File: src/inc/sipp_regs.svh
// register offsets, field positions and reset values of the parallel port
// assumes inclusion by bare name from the design files
`ifndef SIPP_REGS_SVH
`define SIPP_REGS_SVH
`define SIPP_OFS_PORT_A   2'h0
`define SIPP_OFS_PORT_B   2'h1
`define SIPP_OFS_PORT_C   2'h2
`define SIPP_OFS_CFG      2'h3
`define SIPP_CFG_FLAG     7
`define SIPP_CFG_A_MODE1  6
`define SIPP_CFG_A_MODE0  5
`define SIPP_CFG_A_IN     4
`define SIPP_CFG_CU_IN    3
`define SIPP_CFG_B_MODE   2
`define SIPP_CFG_B_IN     1
`define SIPP_CFG_CL_IN    0
`define SIPP_SR_SEL_HI    3
`define SIPP_SR_SEL_LO    1
`define SIPP_SR_VAL       0
`define SIPP_PC_IBF_A     5
`define SIPP_PC_STB_A     4
`define SIPP_PC_INTR_A    3
`define SIPP_PC_STB_B     2
`define SIPP_PC_IBF_B     1
`define SIPP_PC_INTR_B    0
`define SIPP_SEL_STB_A    3'h4
`define SIPP_SEL_STB_B    3'h2
`define SIPP_CFG_RST      8'h9b
`define SIPP_LAT_RST      8'h00
`define SIPP_CFG_A_STRB   8'hb0
`define SIPP_CFG_B_STRB   8'h86
`define SIPP_CFG_ALL_OUT  8'h80
`define SIPP_CFG_A_INPUT  8'h90
`define SIPP_CFG_B_INPUT  8'h82
`define SIPP_CFG_C_INPUT  8'h89
`endif

File: src/inc/sipp_pkg.sv
// types shared by the parallel port design files
// assumes nothing of its surroundings
package sipp_pkg;
   typedef enum logic [1:0] {SIPP_BASIC, SIPP_STROBED, SIPP_BIDIR} sipp_mode_e;
   typedef struct packed {
      sipp_mode_e mode_a;
      logic       a_in;
      logic       cu_in;
      sipp_mode_e mode_b;
      logic       b_in;
      logic       cl_in;
      logic [7:0] a_lat;
      logic [7:0] b_lat;
      logic [7:0] c_lat;
      logic       inte_a;
      logic       inte_b;
      logic       stb_a_d;
      logic       stb_b_d;
      logic [7:0] pa_drv;
      logic [7:0] pa_drv_en;
      logic [7:0] pb_drv;
      logic [7:0] pb_drv_en;
      logic [7:0] pc_drv;
      logic [7:0] pc_drv_en;
      logic [7:0] rdata;
      logic       rvalid;
   } sipp_core_s;
endpackage

File: src/logic/sipp_sync.sv
// three-stage pin synchroniser with agreement filter
// assumes asynchronous pins; output level is a register
`timescale 1ns/1ps
`default_nettype none
module sipp_sync
   import sipp_pkg::*;
#(
   parameter int WIDTH = 8
) (
   input  wire logic             sys_clk,
   input  wire logic             rst,
   input  wire logic [WIDTH-1:0] pin,
   output logic      [WIDTH-1:0] lvl
);
   generate
      if (WIDTH < 1) begin : g_chk
         $error("sipp_sync width must be at least one");
      end
   endgenerate

   typedef struct packed {
      logic [WIDTH-1:0] s1;
      logic [WIDTH-1:0] s2;
      logic [WIDTH-1:0] s3;
      logic [WIDTH-1:0] lvl;
   } sipp_sync_s;

   sipp_sync_s st_r;
   sipp_sync_s st_nxt;

   // a bit changes once the second and third stage agree
   always_comb begin
      st_nxt     = st_r;
      st_nxt.s1  = pin;
      st_nxt.s2  = st_r.s1;
      st_nxt.s3  = st_r.s2;
      st_nxt.lvl = ((st_r.s2 ~^ st_r.s3) & st_r.s2)
                 | ((st_r.s2 ^ st_r.s3) & st_r.lvl);
   end

   always_ff @(posedge sys_clk or posedge rst) begin
      if (rst) begin
         st_r <= '0;
      end else begin
         st_r <= st_nxt;
      end
   end

   assign lvl = st_r.lvl;
endmodule
`default_nettype wire

File: src/logic/sipp_fifo.sv
// small flip-flop fifo with valid/ready on both sides and flush
// assumes one clock; out_data shows the head whenever out_valid
`timescale 1ns/1ps
`default_nettype none
module sipp_fifo
   import sipp_pkg::*;
#(
   parameter int WIDTH = 8,
   parameter int DEPTH = 4
) (
   input  wire logic             sys_clk,
   input  wire logic             rst,
   input  wire logic             flush,
   input  wire logic             in_valid,
   output logic                  in_ready,
   input  wire logic [WIDTH-1:0] in_data,
   output logic                  out_valid,
   input  wire logic             out_ready,
   output logic      [WIDTH-1:0] out_data
);
   localparam int AW = (DEPTH > 1) ? $clog2(DEPTH) : 1;

   generate
      if (DEPTH < 2 || (DEPTH & (DEPTH - 1)) != 0 || WIDTH < 1) begin : g_chk
         $error("sipp_fifo depth must be a power of two of at least two");
      end
   endgenerate

   typedef struct packed {
      logic [DEPTH-1:0][WIDTH-1:0] mem;
      logic [AW-1:0]               wp;
      logic [AW-1:0]               rp;
      logic [AW:0]                 cnt;
   } sipp_fifo_s;

   sipp_fifo_s st_r;
   sipp_fifo_s st_nxt;
   logic       push;
   logic       pop;

   assign in_ready  = (st_r.cnt != (AW+1)'(DEPTH));
   assign out_valid = (st_r.cnt != '0);
   assign out_data  = st_r.mem[st_r.rp];
   assign push      = in_valid & in_ready;
   assign pop       = out_ready & out_valid;

   always_comb begin
      st_nxt = st_r;
      if (flush) begin
         st_nxt.wp  = '0;
         st_nxt.rp  = '0;
         st_nxt.cnt = '0;
      end else begin
         if (push) begin
            st_nxt.mem[st_r.wp] = in_data;
            st_nxt.wp           = st_r.wp + 1'b1;
         end
         if (pop) begin
            st_nxt.rp = st_r.rp + 1'b1;
         end
         if (push && !pop) begin
            st_nxt.cnt = st_r.cnt + 1'b1;
         end else if (pop && !push) begin
            st_nxt.cnt = st_r.cnt - 1'b1;
         end
      end
   end

   always_ff @(posedge sys_clk or posedge rst) begin
      if (rst) begin
         st_r <= '0;
      end else begin
         st_r <= st_nxt;
      end
   end
endmodule
`default_nettype wire

File: src/logic/sipp_port.sv
// 24-line parallel port: basic i/o and strobed input on ports a and b
// assumes a same-clock host issuing one-cycle read and write pulses;
// port pins are asynchronous and pass the synchroniser
//
// Function
// - strobed mode: two groups, port plus nibble
// - strobed data ports are latched
// - port c bits 6, 7 stay free
// - config 0xb0 selects port a strobed input
// - config 0x86 selects port b strobed input
// - port c bit 5 shows port a full
// - port c bit 1 shows port b full
// - bit 4 is a enable, set/reset only
// - bit 2 is b enable, set/reset only
// - bit 3 requests when a enabled and full
// - strobed pin map of port c
// - port c read shows enables, not strobes
// - config 0x80: all three ports output
// - config 0x90: a input, b c output
// - config 0x82: b input, a c output
// - config 0x89: c input, a b output
// - config bit 7 picks mode or set/reset
// - set/reset: bits 3..1 select, bit 0 value
// - basic mode: outputs latched, inputs direct
`timescale 1ns/1ps
`default_nettype none
`include "sipp_regs.svh"
module sipp_port
   import sipp_pkg::*;
#(
   parameter int FIFO_DEPTH = 4
) (
   input  wire logic       sys_clk,
   input  wire logic       rst,
   input  wire logic [1:0] bus_addr,
   input  wire logic [7:0] bus_wdata,
   input  wire logic       bus_wr,
   input  wire logic       bus_rd,
   output logic      [7:0] bus_rdata,
   output logic            bus_rvalid,
   input  wire logic [7:0] pa_pin,
   output logic      [7:0] pa_drv,
   output logic      [7:0] pa_drv_en,
   input  wire logic [7:0] pb_pin,
   output logic      [7:0] pb_drv,
   output logic      [7:0] pb_drv_en,
   input  wire logic [7:0] pc_pin,
   output logic      [7:0] pc_drv,
   output logic      [7:0] pc_drv_en
);
   generate
      if (FIFO_DEPTH < 2) begin : g_chk
         $error("sipp_port needs a fifo depth of at least two");
      end
   endgenerate

   // apply a mode-select configuration byte; clears latches and enables
   function automatic sipp_core_s cfg_apply(sipp_core_s s, logic [7:0] w);
      sipp_core_s r;
      r = s;
      if (w[`SIPP_CFG_A_MODE1]) begin
         r.mode_a = SIPP_BIDIR;
      end else if (w[`SIPP_CFG_A_MODE0]) begin
         r.mode_a = SIPP_STROBED;
      end else begin
         r.mode_a = SIPP_BASIC;
      end
      r.mode_b = w[`SIPP_CFG_B_MODE] ? SIPP_STROBED : SIPP_BASIC;
      r.a_in   = w[`SIPP_CFG_A_IN];
      r.cu_in  = w[`SIPP_CFG_CU_IN];
      r.b_in   = w[`SIPP_CFG_B_IN];
      r.cl_in  = w[`SIPP_CFG_CL_IN];
      r.a_lat  = `SIPP_LAT_RST;
      r.b_lat  = `SIPP_LAT_RST;
      r.c_lat  = `SIPP_LAT_RST;
      r.inte_a = 1'b0;
      r.inte_b = 1'b0;
      return r;
   endfunction

   // read back a port: driven bits from the latch, others from the pin
   function automatic logic [7:0] port_rd(logic [7:0] en, logic [7:0] lat,
                                          logic [7:0] pin);
      return (en & lat) | (~en & pin);
   endfunction

   function automatic sipp_core_s core_reset();
      sipp_core_s r;
      r         = '0;
      r.stb_a_d = 1'b1;
      r.stb_b_d = 1'b1;
      return cfg_apply(r, `SIPP_CFG_RST);
   endfunction

   localparam sipp_core_s CORE_RST = core_reset();

   sipp_core_s st_r;
   sipp_core_s nx;
   logic [7:0] pa_lvl;
   logic [7:0] pb_lvl;
   logic [7:0] pc_lvl;
   logic       strb_a_in;
   logic       strb_b_in;
   logic       cfg_wr;
   logic       push_a;
   logic       push_b;
   logic       pop_a;
   logic       pop_b;
   logic       a_rdy;
   logic       b_rdy;
   logic       a_full;
   logic       b_full;
   logic [7:0] a_head;
   logic [7:0] b_head;
   logic [7:0] pc_en;
   logic [7:0] pc_val;
   logic [7:0] pc_rd;

   sipp_sync #(.WIDTH(8)) u_sync_a (
      .sys_clk (sys_clk),
      .rst     (rst),
      .pin     (pa_pin),
      .lvl     (pa_lvl)
   );

   sipp_sync #(.WIDTH(8)) u_sync_b (
      .sys_clk (sys_clk),
      .rst     (rst),
      .pin     (pb_pin),
      .lvl     (pb_lvl)
   );

   sipp_sync #(.WIDTH(8)) u_sync_c (
      .sys_clk (sys_clk),
      .rst     (rst),
      .pin     (pc_pin),
      .lvl     (pc_lvl)
   );

   // strobed input latches; a full fifo refuses further strobes
   sipp_fifo #(.WIDTH(8), .DEPTH(FIFO_DEPTH)) u_fifo_a (
      .sys_clk   (sys_clk),
      .rst       (rst),
      .flush     (cfg_wr),
      .in_valid  (push_a),
      .in_ready  (a_rdy),
      .in_data   (pa_lvl),
      .out_valid (a_full),
      .out_ready (pop_a),
      .out_data  (a_head)
   );

   sipp_fifo #(.WIDTH(8), .DEPTH(FIFO_DEPTH)) u_fifo_b (
      .sys_clk   (sys_clk),
      .rst       (rst),
      .flush     (cfg_wr),
      .in_valid  (push_b),
      .in_ready  (b_rdy),
      .in_data   (pb_lvl),
      .out_valid (b_full),
      .out_ready (pop_b),
      .out_data  (b_head)
   );

   assign strb_a_in = (st_r.mode_a == SIPP_STROBED) && st_r.a_in;
   assign strb_b_in = (st_r.mode_b == SIPP_STROBED) && st_r.b_in;
   assign cfg_wr    = bus_wr && (bus_addr == `SIPP_OFS_CFG)
                    && bus_wdata[`SIPP_CFG_FLAG];

   // port c direction and drive, nibble defaults then handshake lines
   always_comb begin
      pc_en  = {{4{~st_r.cu_in}}, {4{~st_r.cl_in}}};
      pc_val = st_r.c_lat;
      pc_rd  = port_rd(pc_en, st_r.c_lat, pc_lvl);
      if (strb_a_in) begin
         pc_en[`SIPP_PC_IBF_A]  = 1'b1;
         pc_en[`SIPP_PC_STB_A]  = 1'b0;
         pc_en[`SIPP_PC_INTR_A] = 1'b1;
         pc_val[`SIPP_PC_IBF_A]  = a_full;
         pc_val[`SIPP_PC_INTR_A] = st_r.inte_a & a_full;
         pc_rd[`SIPP_PC_IBF_A]   = a_full;
         pc_rd[`SIPP_PC_STB_A]   = st_r.inte_a;
         pc_rd[`SIPP_PC_INTR_A]  = st_r.inte_a & a_full;
      end
      if (strb_b_in) begin
         pc_en[`SIPP_PC_STB_B]  = 1'b0;
         pc_en[`SIPP_PC_IBF_B]  = 1'b1;
         pc_en[`SIPP_PC_INTR_B] = 1'b1;
         pc_val[`SIPP_PC_IBF_B]  = b_full;
         pc_val[`SIPP_PC_INTR_B] = st_r.inte_b & b_full;
         pc_rd[`SIPP_PC_STB_B]   = st_r.inte_b;
         pc_rd[`SIPP_PC_IBF_B]   = b_full;
         pc_rd[`SIPP_PC_INTR_B]  = st_r.inte_b & b_full;
      end
   end

   always_comb begin
      nx     = st_r;
      push_a = 1'b0;
      push_b = 1'b0;
      pop_a  = 1'b0;
      pop_b  = 1'b0;
      nx.stb_a_d = pc_lvl[`SIPP_PC_STB_A];
      nx.stb_b_d = pc_lvl[`SIPP_PC_STB_B];
      // falling strobe captures the pins while the fifo has room
      if (strb_a_in && st_r.stb_a_d && !pc_lvl[`SIPP_PC_STB_A]) begin
         push_a = a_rdy;
      end
      if (strb_b_in && st_r.stb_b_d && !pc_lvl[`SIPP_PC_STB_B]) begin
         push_b = b_rdy;
      end
      nx.rvalid = bus_rd;
      if (bus_rd) begin
         if (bus_addr == `SIPP_OFS_PORT_A) begin
            if (strb_a_in) begin
               nx.rdata = a_head;
               pop_a    = 1'b1;
            end else begin
               nx.rdata = port_rd(st_r.pa_drv_en, st_r.a_lat, pa_lvl);
            end
         end else if (bus_addr == `SIPP_OFS_PORT_B) begin
            if (strb_b_in) begin
               nx.rdata = b_head;
               pop_b    = 1'b1;
            end else begin
               nx.rdata = port_rd(st_r.pb_drv_en, st_r.b_lat, pb_lvl);
            end
         end else if (bus_addr == `SIPP_OFS_PORT_C) begin
            nx.rdata = pc_rd;
         end else begin
            nx.rdata = 8'h00;
         end
      end
      if (bus_wr) begin
         if (bus_addr == `SIPP_OFS_PORT_A) begin
            nx.a_lat = bus_wdata;
         end else if (bus_addr == `SIPP_OFS_PORT_B) begin
            nx.b_lat = bus_wdata;
         end else if (bus_addr == `SIPP_OFS_PORT_C) begin
            nx.c_lat = bus_wdata;
         end else if (cfg_wr) begin
            nx = cfg_apply(nx, bus_wdata);
         end else if (strb_a_in && bus_wdata[`SIPP_SR_SEL_HI:`SIPP_SR_SEL_LO]
                      == `SIPP_SEL_STB_A) begin
            nx.inte_a = bus_wdata[`SIPP_SR_VAL];
         end else if (strb_b_in && bus_wdata[`SIPP_SR_SEL_HI:`SIPP_SR_SEL_LO]
                      == `SIPP_SEL_STB_B) begin
            nx.inte_b = bus_wdata[`SIPP_SR_VAL];
         end else begin
            nx.c_lat[bus_wdata[`SIPP_SR_SEL_HI:`SIPP_SR_SEL_LO]] =
               bus_wdata[`SIPP_SR_VAL];
         end
      end
      // pins follow the latches and the direction bits
      nx.pa_drv    = st_r.a_lat;
      nx.pa_drv_en = st_r.a_in ? 8'h00 : 8'hff;
      nx.pb_drv    = st_r.b_lat;
      nx.pb_drv_en = st_r.b_in ? 8'h00 : 8'hff;
      nx.pc_drv    = pc_val;
      nx.pc_drv_en = pc_en;
   end

   always_ff @(posedge sys_clk or posedge rst) begin
      if (rst) begin
         st_r <= CORE_RST;
      end else begin
         st_r <= nx;
      end
   end

   assign bus_rdata  = st_r.rdata;
   assign bus_rvalid = st_r.rvalid;
   assign pa_drv     = st_r.pa_drv;
   assign pa_drv_en  = st_r.pa_drv_en;
   assign pb_drv     = st_r.pb_drv;
   assign pb_drv_en  = st_r.pb_drv_en;
   assign pc_drv     = st_r.pc_drv;
   assign pc_drv_en  = st_r.pc_drv_en;

   cfg_a_strobed_a: assert property (@(posedge sys_clk) disable iff (rst)
      bus_wr && bus_addr == `SIPP_OFS_CFG && bus_wdata == `SIPP_CFG_A_STRB
      |=> st_r.mode_a == SIPP_STROBED && st_r.a_in && !st_r.inte_a)
      else $error("config 0xb0 did not select port a strobed input");
   cfg_b_strobed_a: assert property (@(posedge sys_clk) disable iff (rst)
      bus_wr && bus_addr == `SIPP_OFS_CFG && bus_wdata[7]
      && bus_wdata[2] && bus_wdata[1]
      |=> st_r.mode_b == SIPP_STROBED && st_r.b_in)
      else $error("config with bits 7, 2, 1 set missed port b strobed");
   all_out_a: assert property (@(posedge sys_clk) disable iff (rst)
      bus_wr && bus_addr == `SIPP_OFS_CFG && bus_wdata == `SIPP_CFG_ALL_OUT
      ##1 !cfg_wr |=> pa_drv_en == 8'hff && pb_drv_en == 8'hff
      && pc_drv_en == 8'hff)
      else $error("config 0x80 did not drive all ports");
   a_input_a: assert property (@(posedge sys_clk) disable iff (rst)
      bus_wr && bus_addr == `SIPP_OFS_CFG && bus_wdata == `SIPP_CFG_A_INPUT
      ##1 !cfg_wr |=> pa_drv_en == 8'h00 && pb_drv_en == 8'hff
      && pc_drv_en == 8'hff)
      else $error("config 0x90 directions wrong");
   b_input_a: assert property (@(posedge sys_clk) disable iff (rst)
      bus_wr && bus_addr == `SIPP_OFS_CFG && bus_wdata == `SIPP_CFG_B_INPUT
      ##1 !cfg_wr |=> pa_drv_en == 8'hff && pb_drv_en == 8'h00
      && pc_drv_en == 8'hff)
      else $error("config 0x82 directions wrong");
   c_input_a: assert property (@(posedge sys_clk) disable iff (rst)
      bus_wr && bus_addr == `SIPP_OFS_CFG && bus_wdata == `SIPP_CFG_C_INPUT
      ##1 !cfg_wr |=> pa_drv_en == 8'hff && pb_drv_en == 8'hff
      && pc_drv_en == 8'h00)
      else $error("config 0x89 directions wrong");
   full_pins_a: assert property (@(posedge sys_clk) disable iff (rst)
      strb_a_in |=> pc_drv_en[5] && pc_drv[5] == $past(a_full))
      else $error("port c bit 5 does not show port a full");
   full_b_pin_a: assert property (@(posedge sys_clk) disable iff (rst)
      strb_b_in |=> pc_drv_en[1] && pc_drv[1] == $past(b_full))
      else $error("port c bit 1 does not show port b full");
   irq_a_a: assert property (@(posedge sys_clk) disable iff (rst)
      strb_a_in |=> pc_drv[3] == $past(st_r.inte_a && a_full))
      else $error("port a request wrong");
   irq_b_a: assert property (@(posedge sys_clk) disable iff (rst)
      strb_b_in |=> pc_drv[0] == $past(st_r.inte_b && b_full))
      else $error("port b request wrong");
   inte_setreset_a: assert property (@(posedge sys_clk) disable iff (rst)
      strb_a_in && bus_wr && bus_addr == `SIPP_OFS_CFG && !bus_wdata[7]
      && bus_wdata[3:1] == 3'h4 |=> st_r.inte_a == $past(bus_wdata[0]))
      else $error("set/reset of bit 4 missed port a enable");
   rd_c_enable_a: assert property (@(posedge sys_clk) disable iff (rst)
      bus_rd && bus_addr == `SIPP_OFS_PORT_C && strb_a_in
      |=> bus_rvalid && bus_rdata[4] == $past(st_r.inte_a))
      else $error("port c read bit 4 is not the port a enable");
   capture_a: assert property (@(posedge sys_clk) disable iff (rst)
      push_a && !cfg_wr |=> a_full ##1 pc_drv[5])
      else $error("strobe did not set port a full");
   free_bits_a: assert property (@(posedge sys_clk) disable iff (rst)
      strb_a_in && !st_r.cu_in
      |=> pc_drv_en[7:6] == 2'b11 && pc_drv[7:6] == $past(st_r.c_lat[7:6]))
      else $error("port c bits 6, 7 not free in strobed mode");
endmodule
`default_nettype wire

File: config.mk
export PLATFORM = sky130hd
export DESIGN_NAME = sipp_port
export DESIGN_NICKNAME = d
export VERILOG_FILES = /design/src/inc/sipp_pkg.sv /design/src/logic/sipp_sync.sv /design/src/logic/sipp_fifo.sv /design/src/logic/sipp_port.sv
export VERILOG_INCLUDE_DIRS = /design/src /design/src/inc
export SDC_FILE = /design/constraint.sdc
export NUM_CORES = 1
export LEC_CHECK = 0
export BUFFER_PORTS_ARGS = -buffer_cell sky130_fd_sc_hd__buf_4
export CAP_MARGIN = 20
export CORE_MARGIN = 10
export CORE_UTILIZATION = 45
export CTS_BUF_LIST = sky130_fd_sc_hd__clkbuf_8
export DETAILED_ROUTE_END_ITERATION = 8
export GPL_ROUTABILITY_DRIVEN = 0
export GPL_TIMING_DRIVEN = 1
export SLEW_MARGIN = 25
export SYNTH_ARGS = -nofsm -noshare
export SYNTH_HDL_FRONTEND = slang
export SYNTH_HIERARCHICAL = 1
export SYNTH_SLANG_ARGS = --single-unit
File: constraint.sdc
create_clock -name sys_clk -period 8.8 [get_ports sys_clk]
set_clock_uncertainty 0.15 [all_clocks]
set_input_delay 0.44 -clock sys_clk [delete_from_list [all_inputs] [get_ports sys_clk]]
set_output_delay 0.44 -clock sys_clk [all_outputs]
set_load 0.01 [all_outputs]
==> summary.txt <==
Status
  • Outcome: finished clean

Timing
  • RSZ-0062 raised after global routing: false
  • Slew headroom: 0.2719
  • TNS Setup: 0 ns
  • Fmax: 276.2 MHz
  • Measured slew at the worst slew-check pin: 1.084 ns
  • Final Max Slew Viols: 0
  • # setup viols final: 0
  • Final cycle utilization of the critical path: 0.4114
  • Final Hold Vio Count: 0
  • Post-route minimum period: 3.621 ns

Global route
  • Gr ovfl total: 0
  • Total GRT Usage: 0.1465
  • Largest net degree at the start of global routing: 77
  • First-pass GRT wire length: 36.65 mm
  • Vias in the first global route: 6549
  • Initial antenna violation count: 0

Logic synthesis
  • Post-synth net total: 929
  • #FFs+latches synth: 250
  • Ranking of synthesized cells by area: dfrtp_1 (56%), mux2_2 (7.5%), buf_4 (5.6%)
  • Synth top area share: 0.5575
  • Synth Flop Type: dfrtp_1
  • Synthesized area: 10950 um2
  • YS warnings: 6
  • Seq/Total Area, Yosys: 0.5719
  • Leading area contributor after synthesis: dfrtp_1
  • Post-synth EDFFs: 0
  • Post-synth ARST share: 1.000
  • Syn Inst Count: 853
  • Unique masters post-synth: 60
  • Syn Area/Cell: 12.84 um2

Floorplanning
  • Std-Cell Core Area: 24110 um2
  • Die area: 30980 um2
  • DIE WIDTH: 176.0 um
  • Row count: 57
  • Starting Density: 0.4543
  • I/O pins: 95
  • Die height: 176.0 um

Worst setup path
  • Worst setup SP type: flip-flop
  • Crit path required time: 9.05 ns
  • Worst setup EP type: flip-flop
  • R2r worst-path depth: 5
  • CP Depth: 5
  • CP max FO: 24
  • CP max stage delay: 1.04 ns
  • WS Path Type: reg -> reg
  • Buffer and inverter count on the worst path: 0
  • CP arrival: 3.87 ns
  • CP Cell Sequence: nand2_1 > nor3_1 > nor2b_1 > nand3_4 > mux2_1
  • Crit path max-delay cell type: nor3_1
  • CP top delay family: simple AND/OR/NAND/NOR gates

CTS
  • CTS tree: yes
  • Root Buffer: clkbuf_8
  • Clock latency on the worst-skew pair: 0.55 ns
  • CTS HTree Levels: 2
  • Post-CTS Setup Inserts: 0
  • Post-cts repair resize count: 0
  • Sink Count: 250
  • Num CTS Buffers: 41
  • CTS Hold Bufs: 26
  • CTS clk-pin slew, worst paths: 0.06 ns
  • Clock Path Buffers: 3

Drt
  • Vias per std cell: 5.168
  • Highest routed layer: met4
  • Routed length on met3: 1.378 mm
  • Drt total wl: 22.51 mm
  • Number of remaining DRC errors: 0
  • Metal2 WL: 9.966 mm
  • Starting DRT DRC Count: 320
  • Drt wl/cell: 17.85 um
  • Routed Antenna Nets: 0
  • Via count: 6517
  • Met1 wire length: 10.64 mm
  • First-pass iteration count of the detailed router: 5

Power and ir drop
  • Switch Pwr: 0.7258 mW
  • Flop pwr share: 0.511
  • Logic pwr share: 0.137
  • Peak supply drop: 0.1236 mV
  • Pwr per Cell Area: 216.0 nW/um2
  • Clock Power Share: 0.352
  • Sw Share: 0.2711
  • LEAKAGE: 6.044 nW
  • Internal power: 1.951 mW

Run
  • Max-Cap Viols: 0

Place
  • Dpl hpwl: 15.65 mm
  • Area after DPL: 11360 um2
  • Port Buffers: 94

Final layout
  • Area Overhead vs Synth: 13.15%
  • Final layout net count: 984
  • Ant diodes: 0
  • Ratio of cells with drive above 1 in the final layout: 0.2988
  • Fin util: 0.5141
  • Finished Cell Area: 12390 um2

Min path
  • Hold Path Depth: 3
  • Worst Hold Class: in -> reg
==> cell usage after synthesis, types with 4 or more instances <==
cell / number
dfrtp_1: 244
buf_4: 82
mux2_2: 73
nand2_1: 66
ha_1: 36
o21ai_0: 31
a21o_1: 28
nor2_1: 27
a21oi_1: 26
inv_1: 25
clkbuf_1: 20
mux4_2: 16
nand3_1: 15
buf_2: 13
mux2i_1: 12
nor2b_1: 11
a211oi_1: 9
mux2_4: 8
o211ai_1: 8
o22ai_1: 7
a31oi_1: 6
dfstp_2: 6
mux2_1: 6
o31ai_1: 6
a311oi_1: 5
and3_1: 4
nand3_4: 4
nor3_1: 4
xor2_1: 4
==> through the flow <==
stage | cells | hold slack, ns | power, mW | setup slack [ns]
2_1_floorplan | 853 | 0.1812 | 1.651 | 5.684
3_3_place_gp | 1163 | 0.1823 | 1.746 | 5.279
3_5_place_dp | 1163 | 0.1847 | 1.752 | 5.146
4_1_cts | 1261 | 0.01025 | 2.721 | 5.236
5_1_grt | 1261 | 0.03469 | 2.825 | 5.054
6_report | 1261 | 0.03703 | 2.677 | 5.179
==> flip-flops by register name (all words and copies together) (netlist names), 6 cells and up <==
signal / count
pa_drv: 8
bus_rdata: 8
pb_drv: 8
u_sync_a/st_r: 8
u_sync_c/st_nxt: 16
u_sync_b/st_nxt: 16
nx: 20
u_fifo_a/st_r: 39
pc_drv_en: 6
u_sync_b/st_r: 8
u_sync_c/lvl: 8
u_fifo_b/st_r: 39
u_sync_a/st_nxt: 16
st_r: 15
pc_drv: 8
u_sync_c/st_r: 8
u_sync_a/lvl: 8
u_sync_b/lvl: 8
==> power groups by stage <==
stage	registers [mW]	clock network [mW]	logic, mW
6_report	1.37	0.942	0.367
3_5_place_dp	1.39	0	0.364
5_1_grt	1.38	1.03	0.411
3_3_place_gp	1.39	0	0.359
4_1_cts	1.37	0.978	0.374
2_1_floorplan	1.33	0	0.325
==> kinds of logic after synthesis <==
logic type | count (synthesis) | share of synthesized area
DFF | 250 | 0.5719
xor gates and xnor gates | 4 | 0.003199
muxes | 115 | 0.1361
adders and majority gates | 38 | 0.04478
AOI/OAI and AO/OA | 144 | 0.08626
and+or+nand+nor | 157 | 0.07746
buffers and inverters | 145 | 0.08031
==> worst min-delay path, stage by stage <==
cell and delay, ns:
buf_4 0.12, nand3_1 0.08, nand2_1 0.06
==> cell usage in the layout (no fill, tap or decap), types with 11 or more instances in the layout <==
cell / n
mux2i_1: 12
nand2_1: 66
dfrtp_1: 244
nor2_1: 27
nor2b_1: 11
mux4_2: 16
buf_4: 102
mux2_2: 73
o21ai_0: 31
ha_1: 36
dlygate4sd3_1: 26
clkbuf_8: 49
a21oi_1: 26
nand3_1: 15
inv_1: 43
a21o_1: 28
==> path summary, 6_finish.rpt <==
kind / from / to / slack, ns
max: st_r[86] / u_fifo_b/st_r[9] / 5.18
min: bus_wdata[5] / nx[38] / 0.04
max reg2reg: st_r[86] / u_fifo_b/st_r[9] / 5.18
min reg2reg: u_sync_a/st_nxt[16] / u_sync_a/st_nxt[8] / 0.19
max in group asynchronous: rst / nx[33] / 7.46
min in group asynchronous: rst / u_sync_b/st_nxt[20] / 0.46
==> final cells by class <==
class | instances | area [um2]
Multi-Input combinational cell | 458 | 3809
Tap cell | 324 | 405.4
Clock buffer | 49 | 674.4
Sequential cell | 250 | 6264
Clock inverter | 23 | 93.84
Timing Repair Buffer | 129 | 1037
Inverter | 28 | 108.9
Fill cell | 2171 | 11710
==> layer usage <==
metal / global-route usage / vias to the layer above
met2: 0.2126 / 185
met5: 0 / -
met4: 0.05087 / 0
met1: 0.2085 / 3254
li1: - / 3035
met3: 0.03802 / 43
No activity file was read; power rests on OpenSTA's default activity.
